`src/output_line_pulse_defs.vh`:
```
// Functional notes
// - With edge selection set to rising, a low-to-high change of the line's event source triggers its pulse.
// - With edge selection set to falling, only a high-to-low change of the event source triggers its pulse.
// - With edge selection set to either, both rising and falling changes of the event source trigger its pulse.
// - After a trigger the line waits the programmed delay, in microseconds, before its pulse starts.
// - Pulse delay and pulse generation act only on a line set as output, and an input line is never driven.
// - The pulse stays active for the programmed width in microseconds and then the line returns inactive.
// - With latch selection off, a software-driven line follows its static level at once.
// - With latch selection on, a software-driven line changes only when its strobe bit is written.
// - An active static level closes the output circuit and an inactive one opens it.
// - The all-lines status read returns every line level at read time, line 1 in bit 0, ascending.
// - A one in a strobe bit commits the latched level or fires the software pulse, and a zero does nothing.
// - Strobe bit 0 serves line 3, bit 1 line 4, bit 2 line 5, bit 3 line 6, and several may be set at once.
// - A strobe bit acts only on a line sourced by software strobe pulse or software-driven with latch on.
// - Delay and width are programmable from zero to sixteen seconds in one microsecond steps.
// - A line whose source is pulse on software strobe emits a pulse when its strobe event occurs.
`ifndef OUTPUT_LINE_PULSE_DEFS_VH
`define OUTPUT_LINE_PULSE_DEFS_VH

// ----------------------------------------------------------------------
// Register offsets (status and strobe as byte addresses, line block and word as address fields)
// ----------------------------------------------------------------------
`define REG_STATUS      8'h00
`define REG_STROBE      8'h04
`define REG_LINE_BASE   3'h1
`define REG_WORD_CFG    2'h0
`define REG_WORD_DELAY  2'h1
`define REG_WORD_WIDTH  2'h2

// ----------------------------------------------------------------------
// Configuration register fields
// ----------------------------------------------------------------------
`define CFG_DIR         0
`define CFG_SRC_LO      1
`define CFG_EDGE_LO     3
`define CFG_LATCH       5
`define CFG_LEVEL       6
`define CFG_RESET       7'h00

`define SRC_OFF         2'h0
`define SRC_SW_DRIVEN   2'h1
`define SRC_PULSE_SW    2'h2
`define SRC_PULSE_EVT   2'h3

`define EDGE_UP         2'h0
`define EDGE_DOWN       2'h1
`define EDGE_EITHER     2'h2

// ----------------------------------------------------------------------
// Timing
// ----------------------------------------------------------------------
`define TIME_RESET      24'h000000
`define TIME_MAX_US     24'hf42400
`define CLK_MHZ         40
`define STEP_US         1
`define STEP_CYCLES     (`STEP_US * `CLK_MHZ)

`endif
```
`src/output_line_pulse_control.v`:
```
`timescale 1ns/1ps
`include "output_line_pulse_defs.vh"

module output_line_pulse_control #(
  parameter NUM_LINES = 6,
  parameter OUT_LINES = 4,
  parameter FIRST_OUT = 2,
  parameter TIME_W    = 24,
  parameter STEP_W    = 6
) (
  // Clock and reset
  input  wire                 ref_clk,
  input  wire                 rst,
  // Wishbone slave
  input  wire                 wb_cyc_i,
  input  wire                 wb_stb_i,
  input  wire                 wb_we_i,
  input  wire [7:0]           wb_adr_i,
  input  wire [3:0]           wb_sel_i,
  input  wire [31:0]          wb_dat_i,
  output reg  [31:0]          wb_dat_o,
  output reg                  wb_ack_o,
  // Line pins and event sources
  input  wire [NUM_LINES-1:0] line_in,
  input  wire [OUT_LINES-1:0] event_src,
  output reg  [OUT_LINES-1:0] line_out,
  output reg  [OUT_LINES-1:0] line_oe
);

  // ----------------------------------------------------------------------
  // Sequencer states and timing constants
  // ----------------------------------------------------------------------
  localparam ST_IDLE   = 3'b001;
  localparam ST_DELAY  = 3'b010;
  localparam ST_ACTIVE = 3'b100;
  // The prescaler divides the clock down to one microsecond per step.
  localparam integer      STEP_LAST_I = `STEP_CYCLES - 1;
  localparam [STEP_W-1:0] STEP_LAST   = STEP_LAST_I[STEP_W-1:0];
  localparam [TIME_W-1:0] TIME_ONE    = {{(TIME_W-1){1'b0}}, 1'b1};

  // ----------------------------------------------------------------------
  // Bus decode helpers
  // ----------------------------------------------------------------------
  // One-hot select of the per-line register block addressed, zero if none.
  function [OUT_LINES-1:0] line_hit;
    input [7:0] adr;
    integer     i;
    begin
      line_hit = {OUT_LINES{1'b0}};
      for (i = 0; i < OUT_LINES; i = i + 1) begin
        if (adr[7] == 1'b0 && adr[6:4] == `REG_LINE_BASE + i[2:0] && adr[3:2] != 2'h3)
          line_hit[i] = 1'b1;
      end
    end
  endfunction

  // Byte-lane merge of a write into an existing word.
  function [31:0] merge;
    input [31:0] old;
    input [31:0] new_data;
    input [3:0]  sel;
    integer      b;
    begin
      merge = old;
      for (b = 0; b < 4; b = b + 1) begin
        if (sel[b])
          merge[b*8 +: 8] = new_data[b*8 +: 8];
      end
    end
  endfunction

  // Decides what a strobe bit does: bit 1 fires a pulse, bit 0 commits the latched level.
  function [1:0] strobe_action;
    input [1:0] src;
    input       latch;
    begin
      strobe_action = 2'b00;
      if (src == `SRC_PULSE_SW)
        strobe_action[1] = 1'b1;
      else if (src == `SRC_SW_DRIVEN && latch)
        strobe_action[0] = 1'b1;
    end
  endfunction

  // Times above the sixteen-second ceiling are held at the ceiling.
  // Software reading a clamped time back sees the ceiling, not what it wrote.
  function [TIME_W-1:0] clamp;
    input [31:0] v;
    begin
      if (v > {8'h00, `TIME_MAX_US})
        clamp = `TIME_MAX_US;
      else
        clamp = v[TIME_W-1:0];
    end
  endfunction

  // ----------------------------------------------------------------------
  // Bus request decode
  // ----------------------------------------------------------------------
  // Masking with ack keeps a request that the master still holds from being taken twice.
  wire                 req    = wb_cyc_i & wb_stb_i & ~wb_ack_o;
  wire                 wr     = req & wb_we_i;
  wire [OUT_LINES-1:0] hit    = line_hit(wb_adr_i);
  wire                 strobe_wr = wr && wb_adr_i == `REG_STROBE;
  wire [OUT_LINES-1:0] strobe = strobe_wr ? wb_dat_i[OUT_LINES-1:0] : {OUT_LINES{1'b0}};

  wire [OUT_LINES*32-1:0] line_rd;
  wire [NUM_LINES-1:0]    level;
  wire [OUT_LINES-1:0]    next_out;
  wire [OUT_LINES-1:0]    next_oe;

  // ----------------------------------------------------------------------
  // Per-line pulse and level logic
  // ----------------------------------------------------------------------
  genvar k;
  generate
    for (k = 0; k < OUT_LINES; k = k + 1) begin : g_line
      reg  [6:0]        cfg;
      reg  [TIME_W-1:0] dly;
      reg  [TIME_W-1:0] wid;
      reg  [2:0]        state;
      reg  [TIME_W-1:0] cnt;
      reg  [STEP_W-1:0] pre;
      reg               ev_prev;
      reg               latched;
      reg               value;

      wire       dir   = cfg[`CFG_DIR];
      wire [1:0] src   = cfg[`CFG_SRC_LO +: 2];
      wire [1:0] edg   = cfg[`CFG_EDGE_LO +: 2];
      wire       latch = cfg[`CFG_LATCH];
      wire [1:0] act   = strobe_action(src, latch);
      // Each source is compared with its value one clock earlier.
      wire       rise  = event_src[k] & ~ev_prev;
      wire       fall  = ~event_src[k] & ev_prev;
      // Edge code 3 is unused and never triggers.
      wire       edge_hit = (edg == `EDGE_UP     && rise) ||
                            (edg == `EDGE_DOWN   && fall) ||
                            (edg == `EDGE_EITHER && (rise || fall));
      // Strobe and event pulses share one sequencer, so a line runs one pulse at a time.
      wire       trig  = dir &&
                         ((strobe[k] && act[1]) ||
                          (src == `SRC_PULSE_EVT && edge_hit));
      wire       step_end = pre == STEP_LAST;
      wire [1:0] word  = wb_adr_i[3:2];
      wire       wr_k  = wr & hit[k];

      assign line_rd[k*32 +: 32] = (word == `REG_WORD_CFG)   ? {25'h0, cfg} :
                                   (word == `REG_WORD_DELAY) ? {8'h00, dly} :
                                                               {8'h00, wid};
      // Status shows the driven value of an output line rather than its pin.
      assign level[FIRST_OUT + k] = dir ? line_out[k] : line_in[FIRST_OUT + k];

      // ----------------------------------------------------------------------
      // Configuration registers
      // ----------------------------------------------------------------------
      // The latched level starts low, so a latched line stays open until its first strobe.
      always @(posedge ref_clk or posedge rst) begin
        if (rst) begin
          cfg     <= `CFG_RESET;
          dly     <= `TIME_RESET;
          wid     <= `TIME_RESET;
          latched <= 1'b0;
        end else begin
          // Config changes only when its low byte lane is enabled.
          if (wr_k && word == `REG_WORD_CFG && wb_sel_i[0])
            cfg <= wb_dat_i[6:0];
          if (wr_k && word == `REG_WORD_DELAY)
            dly <= clamp(merge({8'h00, dly}, wb_dat_i, wb_sel_i));
          if (wr_k && word == `REG_WORD_WIDTH)
            wid <= clamp(merge({8'h00, wid}, wb_dat_i, wb_sel_i));
          if (strobe[k] && act[0])
            latched <= cfg[`CFG_LEVEL];
        end
      end

      // ----------------------------------------------------------------------
      // Pulse sequencer
      // ----------------------------------------------------------------------
      // The prescaler restarts in idle, so each phase lasts whole microseconds.
      always @(posedge ref_clk or posedge rst) begin
        if (rst) begin
          state   <= ST_IDLE;
          cnt     <= `TIME_RESET;
          pre     <= {STEP_W{1'b0}};
          ev_prev <= 1'b0;
        end else begin
          ev_prev <= event_src[k];

          case (state)
            ST_IDLE: begin
              pre <= {STEP_W{1'b0}};
              // A zero delay starts the active phase at once and a zero width makes no pulse.
              if (trig) begin
                if (dly != `TIME_RESET) begin
                  state <= ST_DELAY;
                  cnt   <= dly;
                end else if (wid != `TIME_RESET) begin
                  state <= ST_ACTIVE;
                  cnt   <= wid;
                end
              end
            end
            // Triggers are not looked at outside idle, so they are dropped.
            ST_DELAY: begin
              pre <= step_end ? {STEP_W{1'b0}} : pre + 1'b1;
              if (step_end) begin
                // The count ends at one, so the phase lasts exactly the programmed steps.
                if (cnt == TIME_ONE) begin
                  if (wid != `TIME_RESET) begin
                    state <= ST_ACTIVE;
                    cnt   <= wid;
                  end else begin
                    state <= ST_IDLE;
                  end
                end else begin
                  cnt <= cnt - TIME_ONE;
                end
              end
            end
            ST_ACTIVE: begin
              pre <= step_end ? {STEP_W{1'b0}} : pre + 1'b1;
              if (step_end) begin
                if (cnt == TIME_ONE)
                  state <= ST_IDLE;
                else
                  cnt <= cnt - TIME_ONE;
              end
            end
            default: begin
              state <= ST_IDLE;
            end
          endcase
        end
      end

      always @* begin
        case (src)
          `SRC_SW_DRIVEN: value = latch ? latched : cfg[`CFG_LEVEL];
          `SRC_PULSE_SW:  value = state == ST_ACTIVE;
          `SRC_PULSE_EVT: value = state == ST_ACTIVE;
          default:        value = 1'b0;
        endcase
      end

      // An input line is never driven and its output is parked low.
      assign next_out[k] = dir & value;
      assign next_oe[k]  = dir;
    end
  endgenerate

  // Lines below the first output line are inputs only and always report their pins.
  generate
    for (k = 0; k < FIRST_OUT; k = k + 1) begin : g_in_only
      assign level[k] = line_in[k];
    end
  endgenerate

  // ----------------------------------------------------------------------
  // Output registers
  // ----------------------------------------------------------------------
  // Pins leave straight from flip-flops, so a bus write never glitches a line.
  always @(posedge ref_clk or posedge rst) begin
    if (rst) begin
      line_out <= {OUT_LINES{1'b0}};
      line_oe  <= {OUT_LINES{1'b0}};
    end else begin
      line_out <= next_out;
      line_oe  <= next_oe;
    end
  end

  // ----------------------------------------------------------------------
  // Read path and acknowledge
  // ----------------------------------------------------------------------
  reg [31:0] next_dat;
  integer    j;

  // The status word is built before the taking edge, so it holds the levels at read time.
  // Unmapped addresses read as zero, and writes to them are dropped.
  always @* begin
    next_dat = 32'h00000000;
    if (wb_adr_i == `REG_STATUS)
      next_dat[NUM_LINES-1:0] = level;
    for (j = 0; j < OUT_LINES; j = j + 1) begin
      if (hit[j])
        next_dat = line_rd[j*32 +: 32];
    end
  end

  // One wait state: ack rises on the edge after the request and falls next.
  // Read data then stands until the next read replaces it.
  always @(posedge ref_clk or posedge rst) begin
    if (rst) begin
      wb_ack_o <= 1'b0;
      wb_dat_o <= 32'h00000000;
    end else begin
      wb_ack_o <= req;
      if (req && !wb_we_i)
        wb_dat_o <= next_dat;
    end
  end

endmodule // output_line_pulse_control

```
`config.mk`:
```
export PLATFORM = sky130hd
export DESIGN_NAME = output_line_pulse_control
export DESIGN_NICKNAME = d
export VERILOG_FILES = /design/src/output_line_pulse_control.v
export VERILOG_INCLUDE_DIRS = /design/src
export SDC_FILE = /design/constraint.sdc
export NUM_CORES = 1
export LEC_CHECK = 0
export BUFFER_PORTS_ARGS = -buffer_cell sky130_fd_sc_hd__clkbuf_2
export CAP_MARGIN = 5
export CORE_MARGIN = 3
export CORE_UTILIZATION = 55
export DETAILED_ROUTE_END_ITERATION = 16
export PLACE_DENSITY = 0.69
export SLEW_MARGIN = 10
export SYNTH_ARGS = -nofsm -noshare
export SYNTH_HDL_FRONTEND = slang
export SYNTH_SLANG_ARGS = --single-unit
```
`constraint.sdc`:
```
create_clock -name ref_clk -period 14.9 [get_ports ref_clk]
set_input_delay 2.98 -clock ref_clk [delete_from_list [all_inputs] [get_ports ref_clk]]
set_output_delay 2.98 -clock ref_clk [all_outputs]
set_load 0.1 [all_outputs]
```
==> results.txt <==
The run finished with clean final reports. The final worst slack came out at 8.81 ns. The total area inside the core boundary comes to 42300 um2. The clock-pin slew on the worst setup and hold paths came out at 0.06 ns. The effective utilization at floorplan came out at 0.561. Setup slack on the worst reg-to-reg path comes out at 11.26 ns. For the worst flop-to-flop path, the logic depth is 9. The count of buffers inserted at the top-level ports is 91. The die span in y came out at 214 um. Sorting the synthesized cells by how often they occur yields sky130_fd_sc_hd__dfrtp_1, sky130_fd_sc_hd__nor2_1, sky130_fd_sc_hd__nand2_1, sky130_fd_sc_hd__o21ai_0, sky130_fd_sc_hd__a21oi_1. The number of setup buffers added after CTS is 0.

The cell with the largest stage delay on the worst path is sky130_fd_sc_hd__nor3_1. The post-synthesis async set-or-reset flop share came out at 1.00. The path class of the tightest hold or removal check is reg2reg.

The share of the synthesized area in the top cell type is 0.410. The pin count of the biggest net entering global routing is 177. The data arrival at the endpoint of the critical path came out at 6.48 ns. The chip width came out at 214 um.

The number of CTS-inserted buffers is 44. The cell count after synthesis came out at 2716. The final count of negative-setup-slack endpoints came out at 0. The utilization after layout came out at 0.607.

The top-level port count is 100. The maximum single-stage delay on the critical path is 0.73 ns. The synthesized area divided by synthesized cell count came out at 8.74 um2.

The post-detailed-route DRC marker count came out at 0. The HPWL reported at the end of detailed placement is 63.1 mm. STA classifies the critical path endpoint as a register. The required time at the worst-slack endpoint is 15.30 ns. The remaining number of nets flagged by the antenna check after routing came out at 0. The actual slew at the worst max-slew pin came out at 1.34 ns.

The maximum clock insertion buffer count came out at 3. The final total negative setup slack came out at 0 ns. The flip-flop and latch count after synthesis is 393. The number of pins exceeding their max-slew limit in the final report is 0. The violation count after the first detailed-route iteration came out at 3247. The post-cts resize count came out at 0.

The aggregate global routing overflow is 0. In this run the power density over the cells is 103 nW/um2. The first detailed-routing pass ran for 6 iterations. On the final layout, the worst clock skew is 0.0131 ns. The clock tree from TritonCTS is done. By startpoint and endpoint, the worst setup path is classified as in2reg. The synthesized netlist contains 106 unique library cells. The H-tree generated during clock tree synthesis spans 2 levels. For this block, the routed nets add up to 91.0 mm of wire. The total instance count after detailed placement is 3228. The die footprint came out at 45700 um2. In the final routed layout, each cell accounts on average for 27.5 um. The global-route wire length before repair came out at 136 mm.

The congestion estimate from routability-driven global placement came to 1.07. After synthesis the cells add up to 23700 um2. The latest clock arrival within the worst-skew pair came out at 0.59 ns. The final hold slack is 0.467 ns. Once placement finished, the instance area stood at 24300 um2. The yosys synthesis warning count is 0. Max-cap violations in this run came to 0. Compared with the post-synthesis result, the final layout area differs by 8.16%. The number of nets in the layout is 2776. The number of core rows came out at 75.

By area the synthesized netlist is led by sky130_fd_sc_hd__dfrtp_1, sky130_fd_sc_hd__o21ai_0, sky130_fd_sc_hd__a21oi_1. Summed over all cells, the static leakage comes to 10.4 nW. The maximum fanout along the worst path is 98. Summing over every cut layer, the via total after detailed routing is 23500. The root buffer cell is sky130_fd_sc_hd__clkbuf_16. In the global route stage, overall resource usage came out at 0.392.

The time the worst path needs with I/O delays and setup is 6.09 ns. The worst hold path cell count is 1. The hold buffer count at CTS is 0. The headroom to the max-slew limit is 0.106. The pre-CTS setup slack is 8.35 ns. Fill cells in the final layout number 3787. The total non-filler cell area in the finished layout came out at 25700 um2.

The sequential fraction of the synthesis area came out at 0.414. Summed over all instances, the cell type with the most area after synthesis is sky130_fd_sc_hd__dfrtp_1. The most common cell in the netlist is sky130_fd_sc_hd__dfrtp_1. The number of synthesized flops with an enable pin came out at 0.

The signal on the critical path passes through buf_4, a211oi_1, nand2_1, nor3_1, o211a_2, a21boi_1, a2bb2oi_1. The final-report hold violation count came out at 0. The number of antenna violations at the first check in global routing came out at 3. Dividing the final minimum period by the clock period gives 0.408. The final total power is 2.66 mW. The final non-filler cell total is 3309. Static timing analysis puts the maximum clock frequency at 164 MHz. Setup repair after global routing left no endpoint under its margin. The ratio of cells with drive above 1 in the final layout is 0.108. The critical path launch point type is a primary input. The average via count per standard cell is 7.12.

The clock net sink count is 393. The via count of the first global-routing pass was 21700. The maximum VDD drop is 0.0000897 V.

In the synthesized netlist the dominant register cell turns out to be sky130_fd_sc_hd__dfrtp_1.
==> logic make-up (layout without fill, tap and decap cells) <==
kind of cell | after synthesis | in the layout | synth area share
compound gates | 1005 | 1005 | 0.287
xor+xnor | 6 | 6 | 0.00221
fa+ha+maj | 20 | 20 | 0.0105
buf+inv | 253 | 260 | 0.0474
flops | 393 | 393 | 0.414
mux | 77 | 77 | 0.0383
other cells | 1 | 10 | 0.000158
simple gates | 961 | 961 | 0.200
==> per-layer routing <==
metal | vias to the layer above | global-route usage | share of wire
met5 | - | 0 | 0.00012
met4 | 2 | 0.210 | 0.061
met3 | 295 | 0.102 | 0.12
met2 | 1510 | 0.571 | 0.43
met1 | 11500 | 0.538 | 0.40
li1 | 10300 | - | -
==> sequential cells by signal, indices dropped and copies added (netlist names) <==
register        count
g_line.latched      4
g_line.cfg         28
g_line.pre         24
g_line.dly         96
g_line.wid         96
g_line.ev_prev      4
line_oe             4
g_line.cnt         96
line_out            4
wb_ack_o            1
g_line.state       12
wb_dat_o           24
==> path summary, 6_finish.rpt <==
path	start	to
max in group asynchronous	rst	wb_dat_o[8]
worst max register to register	g_line[1].cnt[1]	g_line[1].cnt[19]
min in group asynchronous	rst	g_line[1].dly[23]
worst min-delay path	g_line[2].pre[5]	g_line[2].pre[5]
worst max-delay path	wb_adr_i[3]	g_line[1].dly[20]
worst min register to register	g_line[2].pre[5]	g_line[2].pre[5]
==> layout by cell type, fill, tap and decap left out, types with 27 or more instances in the layout <==
cell                        count
sky130_fd_sc_hd__dfrtp_1      389
sky130_fd_sc_hd__nor2_1       299
sky130_fd_sc_hd__nand2_1      235
sky130_fd_sc_hd__o21ai_0      233
sky130_fd_sc_hd__a21oi_1      227
sky130_fd_sc_hd__nor3_1        98
sky130_fd_sc_hd__clkbuf_2      89
sky130_fd_sc_hd__a221oi_1      78
sky130_fd_sc_hd__o2bb2ai_1     70
sky130_fd_sc_hd__inv_1         60
sky130_fd_sc_hd__nor4_1        59
sky130_fd_sc_hd__o22ai_1       58
sky130_fd_sc_hd__a32o_1        48
sky130_fd_sc_hd__clkbuf_16     45
sky130_fd_sc_hd__nand3_1       42
sky130_fd_sc_hd__mux2_2        40
sky130_fd_sc_hd__a22oi_1       37
sky130_fd_sc_hd__nand2b_1      32
sky130_fd_sc_hd__mux2i_1       30
sky130_fd_sc_hd__buf_4         29
sky130_fd_sc_hd__o21ai_1       27
==> where the power goes <==
group / internal [mW] / total [mW] / switching (mW) / leakage, nW
combinational: 0.104 / 0.442 / 0.338 / 4.73
sequential: 1.10 / 1.15 / 0.0498 / 5.03
clock: 0.604 / 1.06 / 0.458 / 0.676
total: 1.81 / 2.66 / 0.845 / 10.4
==> critical path: cells and delay by family <==
family | cells | cell delay, ns
compound gates | 4 | 1.76
simple gates | 2 | 1.35
buf+inv | 1 | 0.36
==> final cells by class <==
cell class	instances	area, um2	area share
clock buffer	62	1220	0.0475
multi-input combinational	2077	12800	0.500
clock inverter	17	138	0.00536
timing repair buffer	119	683	0.0266
sequential	393	9840	0.383
antenna	2	5.00	0.000195
inverter	62	240	0.00935
tap	577	722	0.0281
Power figures use the tool's default switching activity.
